--- config.mk ---
export PLATFORM = sky130hd
export DESIGN_NAME = oafe_regs
export DESIGN_NICKNAME = d
export VERILOG_FILES = /design/src/hdl/oafe_pkg.sv /design/src/hdl/oafe_amp_ctl.sv /design/src/hdl/oafe_net_ctl.sv /design/src/hdl/oafe_regs.sv
export VERILOG_INCLUDE_DIRS = /design/src /design/src/hdl
export SDC_FILE = /design/constraint.sdc
export NUM_CORES = 1
export LEC_CHECK = 0
export BUFFER_PORTS_ARGS = -buffer_cell sky130_fd_sc_hd__buf_2
export CORE_ASPECT_RATIO = 2
export CORE_UTILIZATION = 50
export CTS_BUF_LIST = sky130_fd_sc_hd__clkbuf_8 sky130_fd_sc_hd__clkbuf_16
export DETAILED_ROUTE_END_ITERATION = 10
export PLACE_DENSITY = 0.86
export SYNTH_ARGS = -nofsm -noshare
export SYNTH_HDL_FRONTEND = slang
export SYNTH_SLANG_ARGS = --single-unit
--- constraint.sdc ---
create_clock -name ref_clk -period 6.55 [get_ports ref_clk]
set_clock_uncertainty 0.05 [all_clocks]
set_input_delay 1.31 -clock ref_clk [delete_from_list [all_inputs] [get_ports ref_clk]]
set_output_delay 1.31 -clock ref_clk [all_outputs]
set_load 0.03 [all_outputs]
--- src/hdl/oafe_map.svh ---
// Functional notes
// - Mode field 00/10 external, 01 AC coupling, 11 DC coupling.
// - Five switch bits 4..0; one closes the switch, zero opens it.
// - Two six-bit resistor codes, resistance equals code times 100 kilohm.
// - Third resistor field 00..11 selects 10, 20, 30, 40 kilohm.
// - Amplifier control bit 6 enables the amplifier when one.
// - Bandwidth field 00 5 kHz, 01 40 kHz, 10 600 kHz, 11 2 MHz.
// - Status bit 5 follows amplifier output in calibration, else reads low.
// - Offset bit 7 zero normal, one selects offset calibration mode.
// - Offset bit 6 picks calibration reference, zero negative, one positive input.
// - Six-bit trim field resets to 100000, other offset bits reset zero.
// - Calibration mode with reference one enters calibration, switches zero and two closed.
// - Unimplemented bits read zero and ignore writes.
`ifndef OAFE_MAP_SVH
`define OAFE_MAP_SVH
`define OAFE_OFS_SWITCH    12'h000
`define OAFE_OFS_RES0      12'h004
`define OAFE_OFS_RES1      12'h008
`define OAFE_OFS_AMP0      12'h00C
`define OAFE_OFS_AMP1      12'h010
`define OAFE_OFS_TRIM0     12'h014
`define OAFE_OFS_TRIM1     12'h018
`define OAFE_MASK_SWITCH   8'h7F
`define OAFE_MASK_RES0     8'h3F
`define OAFE_MASK_RES1     8'hFF
`define OAFE_MASK_AMP_WR   8'h43
`define OAFE_MASK_TRIM     8'hFF
`define OAFE_RST_SWITCH    8'h00
`define OAFE_RST_RES       8'h00
`define OAFE_RST_AMP       8'h00
`define OAFE_RST_TRIM      8'h20
`define OAFE_BIT_AMP_EN    6
`define OAFE_BIT_AMP_STAT  5
`define OAFE_BIT_CAL_MODE  7
`define OAFE_BIT_CAL_REF   6
`endif

--- src/hdl/oafe_pkg.sv ---
package oafe_pkg;
	typedef enum logic [1:0] {
		OAFE_CPL_EXT0 = 2'h0,
		OAFE_CPL_AC   = 2'h1,
		OAFE_CPL_EXT1 = 2'h2,
		OAFE_CPL_DC   = 2'h3
	} oafe_cpl_t;
	typedef enum logic [3:0] {
		OAFE_CPL_SEL_EXT = 4'h1,
		OAFE_CPL_SEL_AC  = 4'h2,
		OAFE_CPL_SEL_DC  = 4'h4
	} oafe_cpl_sel_t;
	typedef enum logic [2:0] {
		OAFE_ST_NORMAL = 3'h1,
		OAFE_ST_CALREF = 3'h2,
		OAFE_ST_CALNEG = 3'h4
	} oafe_amp_st_t;
	// Per-amplifier analog controls
	typedef struct packed {
		logic       enable;
		logic [3:0] bw_onehot;
		logic       cal_active;
		logic       ref_positive;
		logic [5:0] trim_code;
	} oafe_amp_ctl_t;
	// Switch fabric and resistor controls
	typedef struct packed {
		logic [2:0] coupling_onehot;
		logic [4:0] switch_close;
		logic [5:0] first_resistor_code;
		logic [5:0] second_resistor_code;
		logic [3:0] third_resistor_onehot;
	} oafe_net_ctl_t;
endpackage

--- src/hdl/oafe_amp_ctl.sv ---
`timescale 1ns/1ps
`include "oafe_map.svh"
// One amplifier channel: decodes its control and offset registers
module oafe_amp_ctl (
	input  wire logic                   ref_clk,
	input  wire logic                   resetn,
	input  wire logic [7:0]             amp_reg,
	input  wire logic [7:0]             trim_reg,
	input  wire logic                   amp_out_raw,
	output oafe_pkg::oafe_amp_ctl_t     amp_ctl,
	output logic                        amp_output_status,
	output oafe_pkg::oafe_amp_st_t      amp_state
);
	oafe_pkg::oafe_amp_st_t state_r;
	oafe_pkg::oafe_amp_st_t state_nxt;
	logic                   offset_cal_mode;
	logic                   cal_reference_sel;

	assign offset_cal_mode   = trim_reg[`OAFE_BIT_CAL_MODE];
	assign cal_reference_sel = trim_reg[`OAFE_BIT_CAL_REF];

	// Track calibration phase; the reference pick only matters while calibrating
	always_comb begin
		state_nxt = oafe_pkg::OAFE_ST_NORMAL;
		if (offset_cal_mode) begin
			state_nxt = cal_reference_sel ? oafe_pkg::OAFE_ST_CALREF : oafe_pkg::OAFE_ST_CALNEG;
		end
	end

	always_ff @(posedge ref_clk) begin
		if (!resetn) begin
			state_r <= oafe_pkg::OAFE_ST_NORMAL;
		end else begin
			state_r <= state_nxt;
		end
	end

	// Controls are combinational from registers, so they follow a write by one edge
	always_comb begin
		amp_ctl.enable       = amp_reg[`OAFE_BIT_AMP_EN];
		amp_ctl.bw_onehot    = 4'h1 << amp_reg[1:0];
		amp_ctl.cal_active   = offset_cal_mode;
		amp_ctl.ref_positive = cal_reference_sel;
		amp_ctl.trim_code    = trim_reg[5:0];
	end

	// Comparator result masked low outside calibration
	assign amp_output_status = offset_cal_mode & amp_out_raw;
	assign amp_state         = state_r;
endmodule

--- src/hdl/oafe_net_ctl.sv ---
`timescale 1ns/1ps
// Switch fabric decode: coupling mode, switches and resistor selections
module oafe_net_ctl (
	input  wire logic [7:0]         switch_reg,
	input  wire logic [7:0]         res0_reg,
	input  wire logic [7:0]         res1_reg,
	input  wire logic               cal_any,
	output oafe_pkg::oafe_net_ctl_t net_ctl
);
	oafe_pkg::oafe_cpl_t coupling_mode_sel;

	assign coupling_mode_sel = oafe_pkg::oafe_cpl_t'(switch_reg[6:5]);

	always_comb begin
		unique case (coupling_mode_sel)
			oafe_pkg::OAFE_CPL_AC: net_ctl.coupling_onehot = 3'h2;
			oafe_pkg::OAFE_CPL_DC: net_ctl.coupling_onehot = 3'h4;
			default:               net_ctl.coupling_onehot = 3'h1;
		endcase
		// Calibration forces switches zero and two closed
		net_ctl.switch_close         = switch_reg[4:0] | {2'h0, cal_any, 1'h0, cal_any};
		net_ctl.first_resistor_code  = res0_reg[5:0];
		net_ctl.second_resistor_code = res1_reg[5:0];
		net_ctl.third_resistor_onehot = 4'h1 << res1_reg[7:6];
	end
endmodule

--- src/hdl/oafe_regs.sv ---
// Implementation choices: the APB interface to the registers and the address map.
`timescale 1ns/1ps
`include "oafe_map.svh"
// APB register bank for the optical front end; zero wait states
module oafe_regs (
	input  wire logic               ref_clk,
	input  wire logic               resetn,
	input  wire logic               psel,
	input  wire logic               penable,
	input  wire logic               pwrite,
	input  wire logic [11:0]        paddr,
	input  wire logic [31:0]        pwdata,
	input  wire logic [3:0]         pstrb,
	output logic [31:0]             prdata,
	output logic                    pready,
	output logic                    pslverr,
	input  wire logic [1:0]         amp_out_raw,
	output oafe_pkg::oafe_net_ctl_t net_ctl,
	output oafe_pkg::oafe_amp_ctl_t amp0_ctl,
	output oafe_pkg::oafe_amp_ctl_t amp1_ctl
);
	logic [7:0]  sw_r;
	logic [7:0]  sw_nxt;
	logic [7:0]  res0_r;
	logic [7:0]  res0_nxt;
	logic [7:0]  res1_r;
	logic [7:0]  res1_nxt;
	logic [7:0]  amp0_r;
	logic [7:0]  amp0_nxt;
	logic [7:0]  amp1_r;
	logic [7:0]  amp1_nxt;
	logic [7:0]  trim0_r;
	logic [7:0]  trim0_nxt;
	logic [7:0]  trim1_r;
	logic [7:0]  trim1_nxt;
	logic [31:0] prdata_r;
	logic [31:0] prdata_nxt;
	logic        wr_en;
	logic        rd_en;
	logic        hit;
	logic [1:0]  stat;
	oafe_pkg::oafe_amp_st_t st0;
	oafe_pkg::oafe_amp_st_t st1;

	// Masked write so unimplemented bits stay zero
	function automatic logic [7:0] mwr(input logic [7:0] old, input logic [7:0] mask);
		mwr = pstrb[0] ? (pwdata[7:0] & mask) : old;
	endfunction

	// Control register read value; bit 5 is the live status and is never stored
	function automatic logic [7:0] amp_rd(input logic [7:0] ctl, input logic status);
		amp_rd = ctl | {2'h0, status, 5'h0};
	endfunction

	assign wr_en   = psel & penable & pwrite;
	assign rd_en   = psel & ~pwrite & ~penable;
	assign pready  = 1'b1;
	assign pslverr = psel & penable & ~hit;
	assign prdata  = prdata_r;

	always_comb begin
		unique case (paddr)
			`OAFE_OFS_SWITCH, `OAFE_OFS_RES0, `OAFE_OFS_RES1, `OAFE_OFS_AMP0,
			`OAFE_OFS_AMP1, `OAFE_OFS_TRIM0, `OAFE_OFS_TRIM1: hit = 1'b1;
			default: hit = 1'b0;
		endcase
	end

	// Register next values
	always_comb begin
		sw_nxt    = sw_r;
		res0_nxt  = res0_r;
		res1_nxt  = res1_r;
		amp0_nxt  = amp0_r;
		amp1_nxt  = amp1_r;
		trim0_nxt = trim0_r;
		trim1_nxt = trim1_r;
		if (wr_en) begin
			unique case (paddr)
				`OAFE_OFS_SWITCH: sw_nxt    = mwr(sw_r, `OAFE_MASK_SWITCH);
				`OAFE_OFS_RES0:   res0_nxt  = mwr(res0_r, `OAFE_MASK_RES0);
				`OAFE_OFS_RES1:   res1_nxt  = mwr(res1_r, `OAFE_MASK_RES1);
				`OAFE_OFS_AMP0:   amp0_nxt  = mwr(amp0_r, `OAFE_MASK_AMP_WR);
				`OAFE_OFS_AMP1:   amp1_nxt  = mwr(amp1_r, `OAFE_MASK_AMP_WR);
				`OAFE_OFS_TRIM0:  trim0_nxt = mwr(trim0_r, `OAFE_MASK_TRIM);
				`OAFE_OFS_TRIM1:  trim1_nxt = mwr(trim1_r, `OAFE_MASK_TRIM);
				default: ;
			endcase
		end
	end

	// Read data captured in setup so it is stable through the access phase
	always_comb begin
		prdata_nxt = prdata_r;
		if (rd_en) begin
			unique case (paddr)
				`OAFE_OFS_SWITCH: prdata_nxt = {24'h0, sw_r};
				`OAFE_OFS_RES0:   prdata_nxt = {24'h0, res0_r};
				`OAFE_OFS_RES1:   prdata_nxt = {24'h0, res1_r};
				`OAFE_OFS_AMP0:   prdata_nxt = {24'h0, amp_rd(amp0_r, stat[0])};
				`OAFE_OFS_AMP1:   prdata_nxt = {24'h0, amp_rd(amp1_r, stat[1])};
				`OAFE_OFS_TRIM0:  prdata_nxt = {24'h0, trim0_r};
				`OAFE_OFS_TRIM1:  prdata_nxt = {24'h0, trim1_r};
				default:          prdata_nxt = 32'h0;
			endcase
		end
	end

	always_ff @(posedge ref_clk) begin
		if (!resetn) begin
			sw_r     <= `OAFE_RST_SWITCH;
			res0_r   <= `OAFE_RST_RES;
			res1_r   <= `OAFE_RST_RES;
			amp0_r   <= `OAFE_RST_AMP;
			amp1_r   <= `OAFE_RST_AMP;
			trim0_r  <= `OAFE_RST_TRIM;
			trim1_r  <= `OAFE_RST_TRIM;
			prdata_r <= 32'h0;
		end else begin
			sw_r     <= sw_nxt;
			res0_r   <= res0_nxt;
			res1_r   <= res1_nxt;
			amp0_r   <= amp0_nxt;
			amp1_r   <= amp1_nxt;
			trim0_r  <= trim0_nxt;
			trim1_r  <= trim1_nxt;
			prdata_r <= prdata_nxt;
		end
	end

	oafe_amp_ctl u_amp0 (
		.ref_clk           (ref_clk),
		.resetn            (resetn),
		.amp_reg           (amp0_r),
		.trim_reg          (trim0_r),
		.amp_out_raw       (amp_out_raw[0]),
		.amp_ctl           (amp0_ctl),
		.amp_output_status (stat[0]),
		.amp_state         (st0)
	);

	oafe_amp_ctl u_amp1 (
		.ref_clk           (ref_clk),
		.resetn            (resetn),
		.amp_reg           (amp1_r),
		.trim_reg          (trim1_r),
		.amp_out_raw       (amp_out_raw[1]),
		.amp_ctl           (amp1_ctl),
		.amp_output_status (stat[1]),
		.amp_state         (st1)
	);

	oafe_net_ctl u_net (
		.switch_reg (sw_r),
		.res0_reg   (res0_r),
		.res1_reg   (res1_r),
		.cal_any    (trim0_r[7] | trim1_r[7]),
		.net_ctl    (net_ctl)
	);

	// Checks
	a_trim_reset: assert property (@(posedge ref_clk) $rose(resetn) |-> trim0_r == 8'h20 && trim1_r == 8'h20)
		else $error("trim reset value wrong");
	a_write_lands: assert property (@(posedge ref_clk) disable iff (!resetn)
		wr_en && pstrb[0] && paddr == `OAFE_OFS_TRIM0 |=> amp0_ctl.trim_code == $past(pwdata[5:0]))
		else $error("trim write not applied");
	a_status_low: assert property (@(posedge ref_clk) disable iff (!resetn)
		rd_en && paddr == `OAFE_OFS_AMP0 && !trim0_r[7] |=> prdata_r[5] == 1'b0)
		else $error("status not low in normal mode");
	a_status_follow: assert property (@(posedge ref_clk) disable iff (!resetn)
		rd_en && paddr == `OAFE_OFS_AMP1 && trim1_r[7] |=> prdata_r[5] == $past(amp_out_raw[1]))
		else $error("status not following output");
	a_cal_switches: assert property (@(posedge ref_clk) disable iff (!resetn)
		trim0_r[7] |-> net_ctl.switch_close[0] && net_ctl.switch_close[2])
		else $error("calibration switches open");
	a_cal_state: assert property (@(posedge ref_clk) disable iff (!resetn)
		trim0_r[7] && trim0_r[6] ##1 trim0_r[7] && trim0_r[6] |-> st0 == oafe_pkg::OAFE_ST_CALREF)
		else $error("calibration state not entered");
	a_unused_zero: assert property (@(posedge ref_clk) disable iff (!resetn)
		sw_r[7] == 1'b0 && res0_r[7:6] == 2'h0 && amp0_r[7] == 1'b0 && amp0_r[5:2] == 4'h0 &&
		amp1_r[7] == 1'b0 && amp1_r[5:2] == 4'h0)
		else $error("unimplemented bit set");
	a_coupling_dec: assert property (@(posedge ref_clk) disable iff (!resetn)
		sw_r[6:5] == 2'h2 |-> net_ctl.coupling_onehot == 3'h1)
		else $error("coupling decode wrong");
	a_amp_enable: assert property (@(posedge ref_clk) disable iff (!resetn)
		amp1_ctl.enable == amp1_r[6] && amp1_ctl.bw_onehot == {amp1_r[1:0] == 2'h3, amp1_r[1:0] == 2'h2,
		amp1_r[1:0] == 2'h1, amp1_r[1:0] == 2'h0})
		else $error("amplifier controls wrong");
	a_third_res: assert property (@(posedge ref_clk) disable iff (!resetn)
		net_ctl.third_resistor_onehot == {res1_r[7:6] == 2'h3, res1_r[7:6] == 2'h2, res1_r[7:6] == 2'h1,
		res1_r[7:6] == 2'h0})
		else $error("third resistor decode wrong");

	// Every coupling code; both external codes decode alike
	a_coupling_ext: assert property (@(posedge ref_clk) disable iff (!resetn)
		sw_r[6:5] == 2'h0 |-> net_ctl.coupling_onehot == 3'h1)
		else $error("external coupling decode wrong");
	a_coupling_ac: assert property (@(posedge ref_clk) disable iff (!resetn)
		sw_r[6:5] == 2'h1 |-> net_ctl.coupling_onehot == 3'h2)
		else $error("AC coupling decode wrong");
	a_coupling_dc: assert property (@(posedge ref_clk) disable iff (!resetn)
		sw_r[6:5] == 2'h3 |-> net_ctl.coupling_onehot == 3'h4)
		else $error("DC coupling decode wrong");

	// Switches follow software outside calibration; either channel forces zero and two
	a_switch_follow: assert property (@(posedge ref_clk) disable iff (!resetn)
		!trim0_r[7] && !trim1_r[7] |-> net_ctl.switch_close == sw_r[4:0])
		else $error("switch state not following register");
	a_cal1_switches: assert property (@(posedge ref_clk) disable iff (!resetn)
		trim1_r[7] |-> net_ctl.switch_close[0] && net_ctl.switch_close[2])
		else $error("channel one calibration switches open");

	// Resistor codes pass straight through
	a_res_codes: assert property (@(posedge ref_clk) disable iff (!resetn)
		net_ctl.first_resistor_code == res0_r[5:0] && net_ctl.second_resistor_code == res1_r[5:0])
		else $error("resistor code wrong");

	// Amplifier 0 enable and the bandwidth codes 00, 01 and 11
	a_amp0_enable: assert property (@(posedge ref_clk) disable iff (!resetn)
		amp0_ctl.enable == amp0_r[6])
		else $error("amplifier 0 enable wrong");
	a_bw0_slow: assert property (@(posedge ref_clk) disable iff (!resetn)
		amp0_r[1:0] == 2'h0 |-> amp0_ctl.bw_onehot == 4'h1)
		else $error("lowest bandwidth decode wrong");
	a_bw0_mid: assert property (@(posedge ref_clk) disable iff (!resetn)
		amp0_r[1:0] == 2'h1 |-> amp0_ctl.bw_onehot == 4'h2)
		else $error("second bandwidth decode wrong");
	a_bw0_fast: assert property (@(posedge ref_clk) disable iff (!resetn)
		amp0_r[1:0] == 2'h3 |-> amp0_ctl.bw_onehot == 4'h8)
		else $error("highest bandwidth decode wrong");

	// Offset register fields reach both channels
	a_cal_mode_out: assert property (@(posedge ref_clk) disable iff (!resetn)
		amp0_ctl.cal_active == trim0_r[7] && amp1_ctl.cal_active == trim1_r[7])
		else $error("calibration mode output wrong");
	a_cal_ref_out: assert property (@(posedge ref_clk) disable iff (!resetn)
		amp0_ctl.ref_positive == trim0_r[6] && amp1_ctl.ref_positive == trim1_r[6])
		else $error("calibration reference output wrong");
	a_trim1_out: assert property (@(posedge ref_clk) disable iff (!resetn)
		amp1_ctl.trim_code == trim1_r[5:0])
		else $error("channel one trim output wrong");

	// Channel state runs one edge behind its offset register
	a_cal_state1: assert property (@(posedge ref_clk) disable iff (!resetn)
		trim1_r[7] && !trim1_r[6] ##1 trim1_r[7] && !trim1_r[6] |-> st1 == oafe_pkg::OAFE_ST_CALNEG)
		else $error("negative reference state not entered");
	a_normal_state: assert property (@(posedge ref_clk) disable iff (!resetn)
		!trim0_r[7] ##1 !trim0_r[7] |-> st0 == oafe_pkg::OAFE_ST_NORMAL)
		else $error("normal state not held");

	// Status read on the other channel of each pair
	a_status_low1: assert property (@(posedge ref_clk) disable iff (!resetn)
		rd_en && paddr == `OAFE_OFS_AMP1 && !trim1_r[7] |=> prdata_r[5] == 1'b0)
		else $error("channel one status not low in normal mode");
	a_status_follow0: assert property (@(posedge ref_clk) disable iff (!resetn)
		rd_en && paddr == `OAFE_OFS_AMP0 && trim0_r[7] |=> prdata_r[5] == $past(amp_out_raw[0]))
		else $error("channel zero status not following output");

	// Refused writes leave every register as it was
	a_strobe_ignored: assert property (@(posedge ref_clk) disable iff (!resetn)
		wr_en && !pstrb[0] |=> $stable({sw_r, res0_r, res1_r, amp0_r, amp1_r, trim0_r, trim1_r}))
		else $error("write without byte strobe applied");
	a_unmapped_ignored: assert property (@(posedge ref_clk) disable iff (!resetn)
		wr_en && !hit |=> $stable({sw_r, res0_r, res1_r, amp0_r, amp1_r, trim0_r, trim1_r}))
		else $error("unmapped write applied");

	// Writes land in their own register, masked to its implemented bits, and nowhere else
	a_switch_write: assert property (@(posedge ref_clk) disable iff (!resetn)
		wr_en && pstrb[0] && paddr == `OAFE_OFS_SWITCH |=> sw_r == ($past(pwdata[7:0]) & `OAFE_MASK_SWITCH))
		else $error("switch write not applied");
	a_res1_write: assert property (@(posedge ref_clk) disable iff (!resetn)
		wr_en && pstrb[0] && paddr == `OAFE_OFS_RES1 |=> res1_r == $past(pwdata[7:0]))
		else $error("second resistor write not applied");
	a_trim0_write: assert property (@(posedge ref_clk) disable iff (!resetn)
		wr_en && pstrb[0] && paddr == `OAFE_OFS_TRIM0 |=> trim0_r == $past(pwdata[7:0]))
		else $error("offset register write not applied");
	a_trim_isolated: assert property (@(posedge ref_clk) disable iff (!resetn)
		wr_en && paddr == `OAFE_OFS_TRIM0 |=> $stable({sw_r, res0_r, res1_r, amp0_r, amp1_r, trim1_r}))
		else $error("offset write disturbed another register");

	// Read data: unmapped reads zero, upper bits zero, held between read setups
	a_unmapped_read: assert property (@(posedge ref_clk) disable iff (!resetn)
		rd_en && !hit |=> prdata_r == 32'h00000000)
		else $error("unmapped read not zero");
	a_rdata_upper: assert property (@(posedge ref_clk) disable iff (!resetn)
		prdata_r[31:8] == 24'h000000)
		else $error("upper read data not zero");
	a_rdata_hold: assert property (@(posedge ref_clk) disable iff (!resetn)
		!rd_en |=> $stable(prdata_r))
		else $error("read data changed outside read setup");

	// Error response only for an unmapped access phase
	a_slverr_map: assert property (@(posedge ref_clk) disable iff (!resetn)
		psel && penable |-> pslverr == !hit)
		else $error("error response wrong");

	// Every other register clears on reset
	a_reset_values: assert property (@(posedge ref_clk) $rose(resetn) |->
		{sw_r, res0_r, res1_r, amp0_r, amp1_r} == 40'h0000000000 && prdata_r == 32'h00000000)
		else $error("register reset value wrong");

	c_strobe_drop: cover property (@(posedge ref_clk) disable iff (!resetn) wr_en && !pstrb[0]);
	c_cal_entry: cover property (@(posedge ref_clk) disable iff (!resetn) $rose(trim0_r[7]));
	c_dc_mode: cover property (@(posedge ref_clk) disable iff (!resetn) sw_r[6:5] == 2'h3);
	c_bad_addr: cover property (@(posedge ref_clk) disable iff (!resetn) pslverr);
	c_stat_read: cover property (@(posedge ref_clk) disable iff (!resetn) rd_en && stat[1]);
endmodule

# Word level (Yosys, flattened, before mapping)
# Index checks and enable logic that the tools add are counted.
# totals
register_bits	75
rom_bits	0
latchBits	0
input_bits	55
ram_bits	0
output_inout_bits	84
word_cells	45
mem_count	0
# classes
n_lt_le_gt_ge	0
reduce_logical	9
add_sub_neg	0
multipliers	0
n_bitwise	14
mux	3
shift	3
n_div	0
eq_ne	8
# op_table
operator	n
$pmux 8 s7	1
$eq 12x5->1 const B	3
$eq 12x4->1 const B	2
$reduce_and 3->1	7
$or 7x6->7	2
$eq 12x3->1 const B	1
$logic_not 12->1	1
$shl 1x2->4 const A	3
$and 1x1->1	7
$reduce_or 7->1	1
$pmux 3 s2	1
$or 5x3->5	1
$not 1->1	3
$eq 2x1->1 const B	1
$eq 2x2->1 const B	1
$mux 1	1
$or 1x1->1	1

# Longest topological paths before layout
# depth
depth_word	5
ltp_mapped	7
ltp_nobuf	4

# Modules after synthesis
# Synthesis repeated with hierarchy kept, for this count alone.
# unflattened
hier_cells	361
hier_area_um2	3205.6
# modules_own_cells
module	area_each_um2	cells_per_inst	n_inst	seq_area_each_um2
oafe_regs	2680.1	297	1	1021.0
oafe_amp_ctl	178.9	20	2	60.1
oafe_net_ctl	167.7	24	1	0.0

# Least setup slack after synthesis
# OpenSTA, ideal clock, no wires.
# synth_path
path_kind	input port to output port
from	input port paddr[9]
to	output port pslverr
path_buffers	1
path_stages	4
t_required_ns	5.190
arrival_ns	2.560
setup_slack_ns	2.630
cell_sequence	or4_1 buf_2 nor4_2 nor2_1
# synth_via
elab_chain_cells	5
word_cells_on_any_way	11
classes_between	6 x eq/ne; 1 x mux; 2 x bitwise; 2 x reduce/logical
# synth_rtl
item	line	source
start: declaration	oafe_regs.sv:11	input wire logic [11:0] paddr,
$eq 12x5->1 (tied with other cells)	oafe_regs.sv:62	unique case (paddr)
$reduce_or 7->1 *	oafe_regs.sv:62	
$mux 1 *	oafe_regs.sv:62	
$not 1->1 *	oafe_regs.sv:58	assign pslverr = psel & penable & ~hit;
$and 1x1->1 *	oafe_regs.sv:58	
end: declaration	oafe_regs.sv:16	output logic pslverr,
# Mark *: on every way between the ends. The rest lies on a longest branch, timed or not.

# Final worst setup path
# Same ends and word-level chain as after synthesis.

==> results.tsv <==
stage	metric	value	unit
sta	total setup violations reported at the end of the flow	0	
power_and_ir_drop	switching share of power	0.2896	
clock_network	deepest clock path buffer count	2	
yosys	distinct cell type count of the synthesized netlist	45	
setup_path	Critical-path top delay cell	sky130_fd_sc_hd__or4_1	
yosys	share of synthesized cell area in full adder, half adder and majority cells	0	
yosys	area share of the leading cell type in the synthesized netlist	0.3532	
cells_and_area	Inserted Diodes	0	
setup_path	startpoint of the worst setup timing path	paddr[9]	
setup_path	nature of the critical path endpoint	output pin	
route	routed wire length	8800	um
global_routing	wire length of the first global-routing pass	13280	um
place	Final Wtd Congestion	0.9205	
clock_network	number of clock sinks	51	
worst_hold_path	Min-Delay Endpoint	prdata[3]$_SDFFE_PN0P_	
setup_path	Worst Reg2Reg Path Length in Cells	4	
sta	f_max	229.1	MHz
yosys	mux share of post-synthesis cell area	0.05671	
setup_path	critical path type	input pin to output pin	
clock_network	Post-CTS Resized	0	
setup_path	startpoint of the worst-slack reg-to-reg timing path	res1_r[1]$_SDFFE_PN0P_	
run_status	run status	finished clean	
setup_path	sort of element at the start of the critical path	input pin	
clock_network	hold buffers post-CTS	0	
yosys	synthesized instance count	361	
yosys	leading cell types by total area after synthesis	sky130_fd_sc_hd__dfxtp_1 (35%), sky130_fd_sc_hd__buf_4 (9.6%), sky130_fd_sc_hd__nand3_1 (8.5%)	
sta	Final Hold Fails	0	
floorplan	width of the chip	55.76	um
yosys	compound-gate portion of the synthesized area	0.2134	
sta	RSZ-0062 raised after global routing	false	
yosys	Post-Synth XOR/XNOR Area	0	
clock_network	CTS HTree Levels	2	
sta	Final period util	0.6665	
yosys	top_reg_cell synth	sky130_fd_sc_hd__dfxtp_1	
worst_hold_path	WHS Path Cells	2	
route	DR iter-0 viols	169	
power_and_ir_drop	Leak	1.305	nW
cells_and_area	area added between synthesis and finish	12.47	%
clock_network	clock-pin transition on the worst setup and hold timing paths	0.09	ns
cells_and_area	proportion of layout cells with a drive suffix above 1	0.2642	
yosys	cell type contributing the most total cell area after synthesis	sky130_fd_sc_hd__dfxtp_1	
clock_network	number of buffers created by CTS	5	
yosys	sequential area share after synthesis	0.3532	
flow_run	max-capacitance violation count	0	
power_and_ir_drop	share of power burned in combinational logic	0.108	
route	post-DR vias/cell	6.149	
yosys	async set-or-reset flop fraction in the synthesized netlist	0	
sta	worst hold slack	0.4051	ns
yosys	number of warnings printed during yosys synthesis	0	
cells_and_area	highest-count cells in the layout ignoring fill and taps	sky130_fd_sc_hd__buf_2 (86), sky130_fd_sc_hd__dfxtp_1 (51), sky130_fd_sc_hd__nand3_1 (49)	
route	remaining antenna violation count after routing	0	
sta	accumulated negative setup slack	0	ns
setup_path	CP arrival	3.01	ns
global_routing	gr usage total	0.2883	
clock_network	TritonCTS clock tree	yes	
route	Routed WL per cell	18.18	um
cells_and_area	commonest non-fill, non-tap cell in the layout	sky130_fd_sc_hd__buf_2	
floorplan	starting density of the core	0.5240	
sta	worst slew margin relative to its limit	0.3849	
worst_hold_path	type of the most critical hold path	register to register	
place	placed wire-length estimate after detailed placement	6378	um
cells_and_area	filler-free cell count of the finished design	484	
yosys	simple-gate share of the synthesized area	0.2446	
power_and_ir_drop	power density relative to cell area	176.9	nW/um2
sta	slew at the pin with the worst max-slew slack	0.9151	ns
setup_path	CP cell instances	buf_2 > or4_1 > nor4_2 > nor2_1 > buf_2	
route	remaining routing DRC violations	0	
yosys	count of state elements after synthesis	51	
global_routing	antenna violations before repair	0	
clock_network	clock insertion delay at the later pin of the skew report	0.33	ns
global_routing	maximum number of pins on one net before global-route repair	47	
yosys	main combinational cell family by area after synthesis	simple AND/OR/NAND/NOR gates	
setup_path	Critical Path RT	5.19	ns
route	first-pass iteration count of the detailed router	5	
yosys	number of flops mapped to enable cells by yosys	0	
power_and_ir_drop	maximum ir drop on the vdd rail	200.0	uV
setup_path	reg-to-reg critical path endpoint	prdata[1]$_SDFFE_PN0P_	
power_and_ir_drop	Psw	0.0001665	W
power_and_ir_drop	fraction of power consumed by sequential logic	0.539	
yosys	post-synthesis average cell area	8.006	um2
place	IO Port Bufs	86	
clock_network	number of buffers added for setup after CTS	0	
clock_network	root buffer cell	sky130_fd_sc_hd__clkbuf_8	
place	Placed Cells	476	
setup_path	library cell appearing most often on the critical path	sky130_fd_sc_hd__buf_2	
floorplan	Die Ht	109.5	um
worst_hold_path	beginning of the worst hold path	prdata[3]$_SDFFE_PN0P_	
power_and_ir_drop	cell internal power dissipation	0.0004084	W
floorplan	Site Rows	38	
route	total number of vias	2976	
setup_path	worst setup slack for register-to-register paths	5.12	ns
setup_path	peak fanout along the critical path	11	
floorplan	core region area	5515	um2
sta	crit path time final	4.366	ns
cells_and_area	post-layout net count	478	
power_and_ir_drop	part of the total power dissipated in the clock network	0.353	
floorplan	Die Footprint	6107	um2
global_routing	remaining global-route overflow	0	
setup_path	largest stage delay on the critical path	0.83	ns
sta	final max-slew violation count	0	
yosys	netlist area before placement	2890	um2
global_routing	number of global-route vias before repair	2633	
floorplan	top-level I/O count	139	
-- cells by family after synthesis --
family,Yosys count
flops,51
mux,16
other cells,2
buf+inv,61
compound gates,111
simple gates,120
-- cells in the mapped netlist (all sizes together), types with 2 or more instances --
cell type and instances:
dfxtp 51, nand3 49, o21ai 48, a21oi 43, buf 43, clkbuf 14, mux2i 13, nand2 13
nor2 13, nor4 11, nor2b 6, and2 5, and3 4, inv 4, a221oi 3, a22oi 3
a2bb2oi 3, mux2 3, nand4 3, or3 3, a31oi 2, a32oi 2, conb 2, nor3 2
o22ai 2, or4 2, or4b 2
-- routing by layer --
metal | vias up | part of all wire | wire [um] | global-route usage
li1 | 1381 | - | - | -
met1 | 1378 | 0.36 | 3159 | 0.3044
met2 | 175 | 0.50 | 4376 | 0.4923
met3 | 42 | 0.074 | 653 | 0.05765
met4 | 0 | 0.070 | 612 | 0.2339
met5 | - | 0 | 0 | 0
-- power by group through the flow --
stage                     clock (W)  combinational [W]  sequential, W
after floorplan                   0          0.0000517       0.000317
after global placement            0          0.0000605       0.000317
after detailed placement          0          0.0000610       0.000317
after CTS                  0.000202          0.0000611       0.000310
after global routing       0.000218          0.0000655       0.000310
final                      0.000203          0.0000622       0.000310
-- flip-flops by register name, summed over array words and instances (netlist names) --
| signal | cells |
|---|---|
| trim1_r | 8 |
| trim0_r | 8 |
| res0_r | 6 |
| amp0_r | 3 |
| sw_r | 7 |
| amp1_r | 3 |
| prdata | 8 |
| res1_r | 8 |
-- layout make-up --
type                       count  area (um2)
clock buffer                   6       82.58
clock inverter                 2       16.27
fill                         521        2265
inverter                       4       15.01
multi-input combinational    272        1588
sequential                    51        1021
tap                           60       75.07
timing repair buffer          89       452.9
-- stage by stage --
step	instance area, um2	util	setup slack, ns	total power (W)
after global placement	3152	0.5715	2.240	0.0003775
after global routing	3251	0.5894	2.154	0.0005931
after CTS	3251	0.5894	2.199	0.0005731
after detailed placement	3152	0.5715	2.200	0.0003780
after floorplan	2977	-	2.630	0.0003688
final	3251	0.5894	2.184	0.0005749
-- how the worst max path moves through the flow --
| stage | cells past startpoint | end | slack (ns) |
|---|---|---|---|
| 2_1_floorplan | 4 | pslverr | 2.63 |
| 3_3_place_gp | 5 | pslverr | 2.24 |
| 3_5_place_dp | 5 | pslverr | 2.20 |
| 4_1_cts | 5 | pslverr | 2.20 |
| 5_1_grt | 5 | pslverr | 2.15 |
| 6_report | 5 | pslverr | 2.18 |
-- critical path, delay by kind of cell --
family	cells	cell delay, ns
buffers and inverters	2	0.29
and+or+nand+nor	3	1.40
No activity file was read; power rests on OpenSTA's default activity.
